### src/rtl/iod_pkg.sv
package iod_pkg;
    localparam int DATA_W = 8;
    localparam int ADDR_W = 12;
    localparam int INSTR_W = 16;
    // Offset mode applies to operand values at or below this limit
    localparam logic [7:0] OFFSET_LIMIT = 8'h5F;
    // Access-bank split: low part maps to bank 0, high part to the SFR bank
    localparam logic [3:0] SFR_BANK = 4'hF;
    localparam logic [3:0] ACCESS_LOW_BANK = 4'h0;
    // Byte-oriented add opcode: bits 15:10
    localparam logic [5:0] OPC_ADD = 6'h09;
    localparam int OPC_LSB = 10;
    localparam int DEST_BIT = 9;
    localparam int ACCESS_BIT = 8;
    // Flag vector bit positions
    localparam int FLAG_C = 0;
    localparam int FLAG_DC = 1;
    localparam int FLAG_Z = 2;
    localparam int FLAG_OV = 3;
    localparam int FLAG_N = 4;
    localparam int FLAG_W = 5;
    localparam logic [1:0] PHASE_Q1 = 2'h0;
    localparam logic [1:0] PHASE_Q2 = 2'h1;
    localparam logic [1:0] PHASE_Q3 = 2'h2;
    localparam logic [1:0] PHASE_Q4 = 2'h3;
    typedef enum logic [1:0] {
        IOD_DECODE,
        IOD_READ,
        IOD_PROCESS,
        IOD_WRITE
    } iod_phase_t;
endpackage

### src/rtl/iod_indexed_decode.sv
`timescale 1ns/1ps
`default_nettype none
// Operation
// - extended mode: operand offsets index pointer two
// - offset form only for operand at most 5Fh
// - offset form only with access bit clear
// - destination bit unchanged in offset mode
// - indexed add sums accumulator, sets N OV C DC Z
// - d=0 writes accumulator, d=1 writes memory
// - legacy mode: access bank or bank select
// - pointer zero restores legacy access addresses
module iod_indexed_decode
    import iod_pkg::*;
(
    // Clock and reset
    input wire logic mclk,
    input wire logic resetn,
    // Instruction issue
    input wire logic instrValid,
    input wire logic [INSTR_W-1:0] instrWord,
    input wire logic extEnable,
    // Core registers
    input wire logic [ADDR_W-1:0] indexPointerTwo,
    input wire logic [3:0] bankSelectReg,
    // Data memory
    output logic memAddrValid,
    output logic [ADDR_W-1:0] memAddr,
    input wire logic [DATA_W-1:0] memRdata,
    output logic memWe,
    output logic [DATA_W-1:0] memWdata,
    // Architectural results and progress
    output logic [DATA_W-1:0] accumulator,
    output logic [5:0] statusFlags,
    output logic indexedMode,
    output logic busy,
    output logic [1:0] phase
);
    typedef struct packed {
        iod_phase_t ph;
        logic active;
        logic dest;
        logic isAdd;
        logic indexed;
        logic [ADDR_W-1:0] addr;
        logic [DATA_W-1:0] operand;
        logic [DATA_W-1:0] result;
        logic [DATA_W-1:0] acc;
        logic [5:0] flags;
        logic we;
        logic [DATA_W-1:0] wdata;
    } iod_state_t;

    iod_state_t st_q, st_d;
    logic [ADDR_W-1:0] calcAddr;
    logic calcIndexed;
    logic takeInstr;

    // Arithmetic helpers for the add, kept as functions so the flag rules sit in one place
    function automatic logic op_is_add(
        input logic [INSTR_W-1:0] word
    );
        logic [INSTR_W-OPC_LSB-1:0] opc;
        opc = word[INSTR_W-1:OPC_LSB];
        return opc == OPC_ADD;
    endfunction

    function automatic logic nibble_carry(
        input logic [3:0] a,
        input logic [3:0] b
    );
        logic [4:0] low;
        low = {1'b0, a} + {1'b0, b};
        return low[4];
    endfunction

    function automatic logic [DATA_W-1:0] add_result(
        input logic [DATA_W-1:0] a,
        input logic [DATA_W-1:0] b
    );
        logic [DATA_W:0] total;
        total = {1'b0, a} + {1'b0, b};
        return total[DATA_W-1:0];
    endfunction

    // Status word of an add; the spare bit records which destination was chosen
    function automatic logic [5:0] add_flags(
        input logic [DATA_W-1:0] a,
        input logic [DATA_W-1:0] b,
        input logic dest
    );
        logic [DATA_W:0] total;
        logic [5:0] f;
        total = {1'b0, a} + {1'b0, b};
        f = '0;
        f[FLAG_C] = total[DATA_W];
        f[FLAG_DC] = nibble_carry(a[3:0], b[3:0]);
        f[FLAG_Z] = (total[DATA_W-1:0] == '0);
        f[FLAG_N] = total[DATA_W-1];
        // Overflow: both inputs share a sign that the sum lacks
        f[FLAG_OV] = (a[DATA_W-1] == b[DATA_W-1])
            && (total[DATA_W-1] != a[DATA_W-1]);
        f[FLAG_W] = dest;
        return f;
    endfunction

    // Only an add with the destination bit set writes data memory
    function automatic logic write_to_memory(input logic isAdd, input logic dest);
        return isAdd && dest;
    endfunction

    // Fixed four-phase sequence: every instruction spends one cycle in each
    function automatic iod_phase_t next_phase(
        input iod_phase_t p
    );
        iod_phase_t n;
        n = IOD_DECODE;
        case (p)
            IOD_DECODE: begin
                n = IOD_READ;
            end
            IOD_READ: begin
                n = IOD_PROCESS;
            end
            IOD_PROCESS: begin
                n = IOD_WRITE;
            end
            IOD_WRITE: begin
                n = IOD_DECODE;
            end
            default: begin
                n = IOD_DECODE;
            end
        endcase
        return n;
    endfunction

    // Operand address path, purely combinational
    iod_addr_calc u_addr (
        .fileOperand(instrWord[7:0]),
        .accessBit(instrWord[ACCESS_BIT]),
        .extEnable(extEnable),
        .indexPointerTwo(indexPointerTwo),
        .bankSelectReg(bankSelectReg),
        .effAddr(calcAddr),
        .indexedMode(calcIndexed)
    );

    // A word offered outside Q1 is ignored without any indication
    assign takeInstr = instrValid && (st_q.ph == IOD_DECODE);

    always_comb begin
        st_d = st_q;
        st_d.we = 1'b0;
        case (st_q.ph)
            IOD_DECODE: begin
                // Q1: latch address, mode and opcode of the new word
                if (takeInstr) begin
                    st_d.active = 1'b1;
                    st_d.addr = calcAddr;
                    st_d.indexed = calcIndexed;
                    st_d.dest = instrWord[DEST_BIT];
                    st_d.isAdd = op_is_add(instrWord);
                    st_d.ph = next_phase(st_q.ph);
                end
            end
            IOD_READ: begin
                // Q2: the memory answers the address within this cycle
                st_d.operand = memRdata;
                st_d.ph = next_phase(st_q.ph);
            end
            IOD_PROCESS: begin
                // Q3: result and flags are formed; nothing is written yet
                if (st_q.isAdd) begin
                    st_d.result = add_result(st_q.acc, st_q.operand);
                    st_d.flags = add_flags(st_q.acc, st_q.operand, st_q.dest);
                end
                st_d.ph = next_phase(st_q.ph);
            end
            IOD_WRITE: begin
                // Only the add is executed here; other opcodes only exercise addressing
                if (write_to_memory(st_q.isAdd, st_q.dest)) begin
                    st_d.we = 1'b1;
                    st_d.wdata = st_q.result;
                end else if (st_q.isAdd) begin
                    st_d.acc = st_q.result;
                end
                st_d.active = 1'b0;
                st_d.ph = next_phase(st_q.ph);
            end
            default: begin
                st_d.ph = IOD_DECODE;
            end
        endcase
    end

    // Synchronous reset clears every field, so all outputs read zero after it
    always_ff @(posedge mclk) begin
        if (!resetn) begin
            st_q <= '0;
        end else begin
            st_q <= st_d;
        end
    end

    // Memory side; the read strobe comes straight from the phase so it never lags the address
    assign memAddrValid = st_q.ph == IOD_READ;
    assign memAddr = st_q.addr;
    assign memWe = st_q.we;
    assign memWdata = st_q.wdata;

    // Architectural state
    assign accumulator = st_q.acc;
    assign statusFlags = st_q.flags;
    assign indexedMode = st_q.indexed;

    // Progress
    assign busy = st_q.active;
    assign phase = st_q.ph;
endmodule // iod_indexed_decode
`default_nettype wire

### src/rtl/iod_addr_calc.sv
`timescale 1ns/1ps
`default_nettype none
module iod_addr_calc
    import iod_pkg::*;
(
    // Operand fields
    input wire logic [7:0] fileOperand,
    input wire logic accessBit,
    // Mode and pointers
    input wire logic extEnable,
    input wire logic [ADDR_W-1:0] indexPointerTwo,
    input wire logic [3:0] bankSelectReg,
    // Result
    output logic [ADDR_W-1:0] effAddr,
    output logic indexedMode
);
    always_comb begin
        indexedMode = extEnable && !accessBit && (fileOperand <= OFFSET_LIMIT);
        if (indexedMode) begin
            // With the pointer at zero this lands on the old access-RAM low range
            effAddr = indexPointerTwo + {4'h0, fileOperand};
        end else if (accessBit) begin
            effAddr = {bankSelectReg, fileOperand};
        end else if (fileOperand <= OFFSET_LIMIT) begin
            effAddr = {ACCESS_LOW_BANK, fileOperand};
        end else begin
            effAddr = {SFR_BANK, fileOperand};
        end
    end
endmodule // iod_addr_calc
`default_nettype wire

### config.mk
export PLATFORM = sky130hd
export DESIGN_NAME = iod_indexed_decode
export DESIGN_NICKNAME = d
export VERILOG_FILES = /design/src/rtl/iod_pkg.sv /design/src/rtl/iod_indexed_decode.sv /design/src/rtl/iod_addr_calc.sv
export SDC_FILE = /design/constraint.sdc
export NUM_CORES = 1
export LEC_CHECK = 0
export BUFFER_PORTS_ARGS = -buffer_cell sky130_fd_sc_hd__buf_2
export CAP_MARGIN = 20
export CORE_MARGIN = 1.5
export CORE_UTILIZATION = 39
export CTS_CLUSTER_SIZE = 16
export DETAILED_ROUTE_END_ITERATION = 10
export GPL_ROUTABILITY_DRIVEN = 0
export GPL_TIMING_DRIVEN = 0
export HOLD_SLACK_MARGIN = 0.15
export SYNTH_ARGS = -nofsm -noshare
export SYNTH_HDL_FRONTEND = slang
export SYNTH_SLANG_ARGS = --single-unit
### constraint.sdc
create_clock -name mclk -period 2.6 [get_ports mclk]
set_input_delay 0.39 -clock mclk [delete_from_list [all_inputs] [get_ports mclk]]
set_output_delay 0.39 -clock mclk [all_outputs]
set_load 0.1 [all_outputs]
==> results of run 1 <==
worst register-to-register path, stage by stage (launching register included):
cell	delay [ns]
dfxtp_1	0.38
ha_1	0.20
inv_1	0.06
fa_1	0.40
nor2b_1	0.18
o21ai_1	0.08
nand2b_1	0.11
xor2_1	0.10
or4_4	0.52
o31ai_2	0.22
synthesized netlist by cell type (2+ instances only):
| master | count | area, um2 |
|---|---|---|
| o31a_1 | 2 | 17.5 |
| and2_1 | 3 | 18.8 |
| buf_4 | 36 | 270 |
| clkbuf_1 | 14 | 52.6 |
| o21ai_0 | 17 | 85.1 |
| nand3b_1 | 2 | 15.0 |
| mux2i_1 | 20 | 200 |
| nor2_1 | 41 | 154 |
| a21o_1 | 3 | 22.5 |
| ha_1 | 20 | 250 |
| fa_1 | 2 | 40.0 |
| o21ai_1 | 2 | 10.0 |
| xnor2_1 | 4 | 35.0 |
| o21a_1 | 4 | 30.0 |
| a21oi_1 | 37 | 185 |
| nor4_1 | 2 | 12.5 |
| nand2b_1 | 2 | 12.5 |
| nand3_1 | 4 | 20.0 |
| o211ai_1 | 2 | 15.0 |
| a211o_1 | 2 | 17.5 |
| nand2_1 | 47 | 176 |
| inv_1 | 12 | 45.0 |
| a211oi_1 | 2 | 15.0 |
| a311oi_1 | 3 | 26.3 |
| nand4b_1 | 2 | 17.5 |
| o22ai_1 | 2 | 12.5 |
| nor2b_1 | 4 | 25.0 |
| nor3_1 | 11 | 55.1 |
| dfxtp_1 | 56 | 1120 |
| xor2_1 | 5 | 43.8 |
stage by stage:
| stage | cells | util, % | setup slack, ns | power, mW | cell area [um2] |
|---|---|---|---|---|---|
| final | 575 | 48.7 | 0.282 | 2.97 | 3800 |
| after global routing | 575 | 48.7 | 0.193 | 3.13 | 3800 |
| after CTS | 575 | 48.7 | 0.296 | 2.99 | 3800 |
| after detailed placement | 567 | 47.5 | 0.329 | 2.48 | 3710 |
| after global placement | 567 | 47.5 | 0.370 | 2.46 | 3710 |
| after floorplan | 382 | - | 0.511 | 2.23 | 3160 |
power by group through the flow:
| stage | sequential, mW | combinational (mW) | clock (mW) |
|---|---|---|---|
| after floorplan | 1.09 | 1.14 | 0 |
| after detailed placement | 1.06 | 1.41 | 0 |
| after global routing | 1.06 | 1.51 | 0.561 |
| after CTS | 1.05 | 1.42 | 0.524 |
| final | 1.05 | 1.42 | 0.506 |
| after global placement | 1.06 | 1.40 | 0 |
final timing paths:
| check | depth (start not counted) | endpoint | from |
|---|---|---|---|
| worst min register to register | 2 | indexedMode | indexedMode |
| worst max register to register | 9 | statusFlags[2] | accumulator[0] |
| worst max-delay path | 9 | statusFlags[2] | accumulator[0] |
| worst min-delay path | 3 | st_q[33] | memRdata[2] |
cells by family (layout without fill, tap and decap cells):
logic type,after synthesis,in the layout,synth area share [%]
adder cells (fa/ha/maj),22,22,9.17
AND/OR/NAND/NOR,126,126,18.0
multiplexers,20,20,6.33
AO/OA/AOI/OAI,86,86,16.9
flip-flops,56,56,35.4
buffers and inverters,63,154,11.7
XOR/XNOR,9,9,2.49
registers in the layout (all words and copies together), names as in the netlist:
register and cells:
st_q 17, memAddr 12, accumulator 8, memWdata 8, statusFlags 6, phase 2, busy 1, indexedMode 1
memWe 1
area by class of cell:
type	count	area, um2
Tap cell	102	128
Inverter	13	48.8
Timing Repair Buffer	83	415
Clock buffer	5	68.8
Sequential cell	56	1120
Clock inverter	3	27.5
Buffer	50	323
Multi-Input combinational cell	263	1670
Fill cell	799	4000
metal layers:
metal	up-vias	share of wire [%]	GRT usage, %
li1	1460	-	-
met1	1263	51	26.2
met2	53	43	29.0
met3	7	3.9	3.09
met4	0	1.3	5.05
met5	-	0	0
==> run_results.csv, run 1 <==
group,metric,value,unit
power_and_ir_drop,switching_share,47.6,%
place,port_buffers,83,
clock_network,cts_resized,0,
job,cap_violations,0,
clock_network,cts_num_sinks,56,
logic_synthesis,syn-instance-count,382,
logic_synthesis,synth_edf_count,0,
worst_setup_path,cp.required,2.84,ns
power_and_ir_drop,ir_drop,0.000599,V
worst_hold_path,hold_path_class,"primary input to flop",
floorplanning,dieHeight,93.1,um
timing,fin_setup_tns,0,ns
logic_synthesis,synth-seq-cells,56,
grt,grt_pass1_wl,12600,um
power_and_ir_drop,p_sw,1.41,mW
logic_synthesis,yosysWarnings,0,
power_and_ir_drop,powerDensity,780,mW/mm2
place,dpl.hpwl,5900,um
routing,ant_nets,0,
logic_synthesis,async_flop_share,0,%
finish,mostFrequentLayoutCells,"buf_2 (83), dfxtp_1 (56), nand2_1 (47)",
finish,finalNetCount,538,
floorplanning,rows,32,
logic_synthesis,synth.avg_cell_area,8.28,um2
worst_setup_path,reg2reg_setup_slack,0.28,ns
worst_setup_path,cp_cell_sequence,"ha_1 > inv_1 > fa_1 > nor2b_1 > o21ai_1 > nand2b_1 > xor2_1 > or4_4 > o31ai_2",
timing,finalCritPeriodShare,89.1,%
clock_network,clock_path_buffers,2,
routing,viasPerCell,4.84,
grt,antenna_found_initial,0,
clock_network,h-tree-depth,2,
finish,syn_to_final_growth,20.2,%
clock_network,post-cts-setup-buffer-count,0,
clock_network,cts_tree,"built",
power_and_ir_drop,p_seq_share,35.2,%
power_and_ir_drop,p_leak,1.84,nW
timing,finalHoldViolations,0,
logic_synthesis,synth_area,0.00316,mm2
power_and_ir_drop,intPower,1.55,mW
clock_network,cts.clk_slew.worst_paths,0.11,ns
floorplanning,initial_utilization,40.5,%
logic_synthesis,synth-seq-area-share,35.4,%
timing,min_period,2.32,ns
grt,grt-ovfl-total,0,
worst_setup_path,cp-end-kind,"flop",
floorplanning,dieArea,0.00866,mm2
worst_setup_path,crit_type,"flop to flop",
routing,wl_per_cell,13.3,um
grt,grt_use_total,18.5,%
logic_synthesis,synth.net_count,448,
grt,grt_max_degree,20,
finish,drive_gt1_share,28.3,%
timing,rsz0062_at_grt,"no",
timing,relSlewSlack,53.4,%
status,outcome,"completed",
finish,num_antenna_cells,0,
clock_network,root_buffer,"clkbuf_8",
worst_setup_path,arrival,2.55,ns
logic_synthesis,synth_flop_cell,"dfxtp_1",
worst_setup_path,crit_fanout,3,
floorplanning,io_pins,84,
grt,grt_pass1_vias,2640,
routing,finalWirelength,7630,um
timing,whs,0.306,ns
power_and_ir_drop,comb_power_share,47.7,%
timing,fmax,431,MHz
worst_setup_path,slowest_delay,0.52,ns
worst_setup_path,cp_slowest_cell,"or4_4",
worst_setup_path,startpoint_type,"flop",
floorplanning,core,0.00781,mm2
worst_setup_path,cp_top_family,"simple AND/OR/NAND/NOR gates",
clock_network,cts_hold_buf,0,
timing,max_slew.worst_pin.slew,0.698,ns
clock_network,cts_made_buffers,5,
routing,vias,2783,
finish,final_common_cell,"buf_2",
timing,slew_viol_final,0,
routing,route.detailed.drc,0,
routing,firstDrtPassIters,4,
routing,drt_iter0_markers,98,
timing,final-setup-viol-count,0,
clock_network,insertion_delay,0.31,ns
floorplanning,fp.dieW,93.1,um
logic_synthesis,synth_cell_types,49,
worst_setup_path,path_buf_inv,1,
timing,finClkSkew,0.00627,ns
power_and_ir_drop,clkPwrFrac,17.1,%
Note: power is estimated with default switching activity, not from simulation.
==> run 2, diff against run 1 <==
Settings changed: CAP_MARGIN 20 to not set, CORE_UTILIZATION 39 to 35.
==> run 2 against run 1 <==
Net effect:
- via count up 2.6%
- worst setup slack worse by 0.027 ns
- flip-flop and latch count unchanged
- clock skew up 0.0043 ns
- die area up 11%
- sequential power about the same
- non-clock buffer count unchanged
- register-to-register slack worse by 0.03 ns
- final cell count up 1.0%
- first-iteration DRC count up 13%
- count of clock-buffer cells in the layout unchanged
==> run_results.csv, run 2 (synthesis results as in run 1) <==
group,metric,value,unit
status,outcome,"completed",
clock_network,cts_tree,"built",
grt,grt_pass1_vias,2694,
routing,firstDrtPassIters,4,
routing,route.detailed.drc,0,
finish,syn_to_final_growth,21.1,%
finish,instances_no_fill,581,
finish,final_area,0.00383,mm2
worst_setup_path,cp.required,2.84,ns
power_and_ir_drop,intPower,1.65,mW
place,dpl.hpwl,6000,um
routing,drt_iter0_markers,111,
power_and_ir_drop,ir_drop,0.000745,V
worst_setup_path,crit_type,"flop to flop",
routing,ant_nets,0,
timing,layout_setup_ws,0.256,ns
floorplanning,fp.dieW,98.1,um
routing,vias,2855,
worst_setup_path,crit_fanout,3,
finish,mostFrequentLayoutCells,"buf_2 (83), dfxtp_1 (56), nand2_1 (47)",
finish,finalNetCount,538,
timing,finClkSkew,0.0105,ns
power_and_ir_drop,powerDensity,796,mW/mm2
floorplanning,rows,34,
finish,largest_reg_flops,17,
clock_network,cts_resized,0,
floorplanning,core,0.00872,mm2
clock_network,h-tree-depth,2,
clock_network,insertion_delay,0.32,ns
floorplanning,io_pins,84,
grt,grt-ovfl-total,0,
routing,finalWirelength,7680,um
finish,top_register,"st_q",
job,cap_violations,0,
routing,viasPerCell,4.91,
grt,grt_pass1_wl,12600,um
worst_hold_path,whs_path_depth,3,
timing,slew_viol_final,0,
finish,final_common_cell,"buf_2",
routing,wl_per_cell,13.2,um
timing,fin_setup_tns,0,ns
grt,grt_use_total,16.1,%
power_and_ir_drop,p_sw,1.40,mW
clock_network,root_buffer,"clkbuf_8",
grt,antenna_found_initial,0,
routing,top_layer,"met4",
worst_setup_path,reg2reg_depth,9,
clock_network,cts_hold_buf,0,
timing,whs,0.296,ns
worst_hold_path,hold_path_class,"primary input to flop",
routing,route.met3.wl,356,um
clock_network,cts_num_sinks,56,
timing,finalHoldViolations,0,
timing,fmax,427,MHz
clock_network,post-cts-setup-buffer-count,0,
power_and_ir_drop,clkPwrFrac,19.4,%
routing,wl_met1,3760,um
finish,finish.utilization,43.9,%
floorplanning,dieHeight,98.1,um
timing,min_period,2.34,ns
clock_network,cts_made_buffers,5,
grt,grt_max_degree,19,
routing,dr_wl_met2,3490,um
timing,max_slew.worst_pin.slew,0.721,ns
power_and_ir_drop,comb_power_share,46.2,%
timing,rsz0062_at_grt,"no",
place,dpl_cell_area,0.00371,mm2
worst_setup_path,cp-end-kind,"flop",
power_and_ir_drop,p_leak,1.85,nW
worst_setup_path,arrival,2.59,ns
place,port_buffers,83,
place,place_inst,573,
power_and_ir_drop,total_power,3.05,mW
place,dp_slack,0.292,ns
floorplanning,initial_utilization,36.3,%
finish,drive_gt1_share,28.3,%
floorplanning,dieArea,0.00962,mm2
timing,relSlewSlack,51.9,%
clock_network,cts.clk_slew.worst_paths,0.11,ns
finish,num_antenna_cells,0,
timing,final-setup-viol-count,0,
clock_network,clock_path_buffers,2,
power_and_ir_drop,switching_share,46.0,%
timing,finalCritPeriodShare,90.2,%
worst_setup_path,startpoint_type,"flop",
power_and_ir_drop,p_seq_share,34.4,%
==> run 2: cell count changes in the layout (fill, tap and decap cells not counted), sizes merged <==
cell      change
clkinvlp      -1
clkinv        +1
inv           -1
bufinv        +1
==> run 2: final timing paths <==
path | start | to | slack [ns]
setup / recovery | accumulator[0] | statusFlags[2] | 0.26
hold / removal | memRdata[3] | st_q[34] | 0.30
setup reg to reg | accumulator[0] | statusFlags[2] | 0.26
hold reg to reg | memWdata[2] | memWdata[2] | 0.46
==> run 2: cell type report <==
| type | count | area, um2 |
|---|---|---|
| clock buffers | 5 | 68.8 |
| clock inverters | 3 | 47.5 |
| repair buffers | 83 | 415 |
| inverters | 13 | 48.8 |
| fillers | 893 | 4890 |
| plain buffers | 50 | 323 |
| multi-input cells | 263 | 1670 |
| well taps | 108 | 135 |
| flip-flops and latches | 56 | 1120 |
==> run 2: routing by layer <==
layer  global-route usage, %  vias to the layer above
li1                        -                     1467
met1                    21.9                     1306
met2                    26.5                       75
met3                    2.15                        7
met4                    4.95                        0
met5                       0                        -
==> run 2: worst max-delay path, stage by stage (launching register included) <==
cell,delay [ns]
dfxtp_1,0.38
ha_1,0.19
inv_1,0.06
fa_1,0.40
nor2b_1,0.17
o21ai_1,0.08
nand2b_1,0.12
xor2_1,0.10
or4_4,0.53
o31ai_2,0.22
==> run 2: power groups by stage <==
stage	sequential [mW]	combinational, mW	clock (mW)
after global placement	1.06	1.40	0
final	1.05	1.41	0.593
after global routing	1.06	1.51	0.633
after detailed placement	1.07	1.41	0
after floorplan	1.09	1.14	0
after CTS	1.05	1.42	0.610
==> run 3, diff against run 2 <==
Settings changed: CELL_PAD_IN_SITES_DETAIL_PLACEMENT set to 1, CELL_PAD_IN_SITES_GLOBAL_PLACEMENT set to 1, CORE_MARGIN 1.5 to 5, PLACE_DENSITY_LB_ADDON set to 0.1.
==> run 3 against run 2 <==
Net effect:
- utilization down 0.48 points
- non-clock buffer count unchanged
- final area down 0.62%
- first-iteration DRC count down 25%
- flip-flop and latch count unchanged
- clock skew down 0.0030 ns
- final cell count unchanged
- global-route usage down 0.36 points
- via count down 0.46%
- count of clock-buffer cells in the layout unchanged
- die area up 15%
==> run_results.csv, run 3 (synthesis results as in run 1) <==
group,metric,value,unit
finish,mostFrequentLayoutCells,"buf_2 (83), dfxtp_1 (56), nand2_1 (47)",
finish,finalNetCount,538,
routing,ant_nets,0,
worst_setup_path,crit_fanout,3,
grt,antenna_found_initial,0,
timing,relSlewSlack,54.6,%
timing,finalCritPeriodShare,88.8,%
worst_setup_path,slowest_delay,0.52,ns
worst_setup_path,path_buf_inv,1,
routing,viasPerCell,4.89,
clock_network,insertion_delay,0.31,ns
power_and_ir_drop,ir_drop,0.000564,V
finish,syn_to_final_growth,20.3,%
clock_network,cts_made_buffers,5,
place,dp_slack,0.321,ns
timing,finClkSkew,0.00754,ns
worst_setup_path,cp_cell_sequence,"ha_1 > inv_1 > fa_1 > nor2b_1 > o21ai_1 > nand2b_1 > xor2_1 > or4_4 > o31ai_2",
finish,final_common_cell,"buf_2",
job,cap_violations,0,
floorplanning,io_pins,84,
clock_network,post-cts-setup-buffer-count,0,
finish,final_area,0.00381,mm2
clock_network,cts_tree,"built",
floorplanning,initial_utilization,36.1,%
power_and_ir_drop,p_leak,1.83,nW
grt,grt-ovfl-total,0,
place,port_buffers,83,
clock_network,cts_hold_buf,0,
finish,drive_gt1_share,28.3,%
grt,grt_max_degree,19,
worst_setup_path,crit_type,"flop to flop",
floorplanning,rows,34,
timing,slew_viol_final,0,
timing,fmax,433,MHz
worst_setup_path,startpoint_type,"flop",
timing,final-setup-viol-count,0,
worst_setup_path,cp-end-kind,"flop",
worst_hold_path,hold_path_class,"primary input to flop",
grt,grt_use_total,15.7,%
timing,max_slew.worst_pin.slew,0.681,ns
finish,num_antenna_cells,0,
place,dpl_cell_area,0.00371,mm2
routing,finalWirelength,8510,um
floorplanning,fp.dieW,105,um
finish,finish.utilization,43.4,%
grt,grt_pass1_vias,2995,
grt,grt_pass1_wl,14500,um
timing,min_period,2.31,ns
routing,wl_per_cell,14.6,um
finish,fillers,1102,
routing,route.detailed.drc,0,
power_and_ir_drop,powerDensity,779,mW/mm2
clock_network,cts_num_sinks,56,
routing,drt_iter0_markers,83,
worst_setup_path,cp_top_family,"simple AND/OR/NAND/NOR gates",
timing,fin_setup_tns,0,ns
clock_network,cts.clk_slew.worst_paths,0.11,ns
clock_network,root_buffer,"clkbuf_8",
place,dpl.hpwl,6940,um
timing,finalHoldViolations,0,
power_and_ir_drop,total_power,2.97,mW
clock_network,clock_path_buffers,2,
worst_setup_path,cp.required,2.84,ns
floorplanning,dieArea,0.0110,mm2
timing,rsz0062_at_grt,"no",
floorplanning,dieHeight,105,um
routing,firstDrtPassIters,4,
clock_network,h-tree-depth,2,
worst_setup_path,arrival,2.55,ns
worst_setup_path,cp_slowest_cell,"or4_4",
finish,top_register,"st_q",
clock_network,cts_resized,0,
timing,layout_setup_ws,0.291,ns
floorplanning,core,0.00876,mm2
finish,largest_reg_flops,17,
routing,vias,2842,
status,outcome,"completed",
## run 3: cell types whose count changed in the layout (fill, tap and decap cells not counted)
cell,delta
bufinv_16,-1
clkinv_4,-1
clkinvlp_4,+2
## run 3: per-stage QoR
step,instances,hold WS [ns]
2_1_floorplan,382,0.437
3_3_place_gp,573,0.441
3_5_place_dp,573,0.454
4_1_cts,581,0.302
5_1_grt,581,0.314
6_report,581,0.309
## run 3: final timing paths
kind	from	to	slack [ns]	cells past startpoint
worst max-delay path	accumulator[0]	statusFlags[2]	0.29	9
worst min-delay path	memRdata[0]	st_q[31]	0.31	3
worst max register to register	accumulator[0]	statusFlags[2]	0.29	9
worst min register to register	memWdata[5]	memWdata[5]	0.46	2
## run 3: worst min-delay path: stages
cell and delay [ns]:
buf_2 0.08, mux2i_1 0.06, nor2_1 0.07
## run 3: where the power goes
group | total [mW] | switching [mW] | internal [mW]
Combinational | 1.42 | 1.04 | 0.384
Clock | 0.493 | 0.301 | 0.192
Sequential | 1.05 | 0.0810 | 0.972
Total | 2.97 | 1.42 | 1.55
## run 3: final cells by class
| class | instances | area [um2] | share of cell area (%) |
|---|---|---|---|
| multi-input cells | 263 | 1670 | 43.9 |
| flip-flops and latches | 56 | 1120 | 29.4 |
| repair buffers | 83 | 415 | 10.9 |
| plain buffers | 50 | 323 | 8.48 |
| well taps | 108 | 135 | 3.55 |
| clock buffers | 5 | 68.8 | 1.81 |
| inverters | 13 | 48.8 | 1.28 |
| clock inverters | 3 | 23.8 | 0.624 |
## run 3: layer usage
| metal | global-route usage (%) | wire (um) | up-vias |
|---|---|---|---|
| li1 | - | - | 1460 |
| met1 | 22.4 | 4390 | 1312 |
| met2 | 24.3 | 3680 | 59 |
| met3 | 2.90 | 343 | 11 |
| met4 | 4.38 | 99 | 0 |
| met5 | 0 | 0 | - |
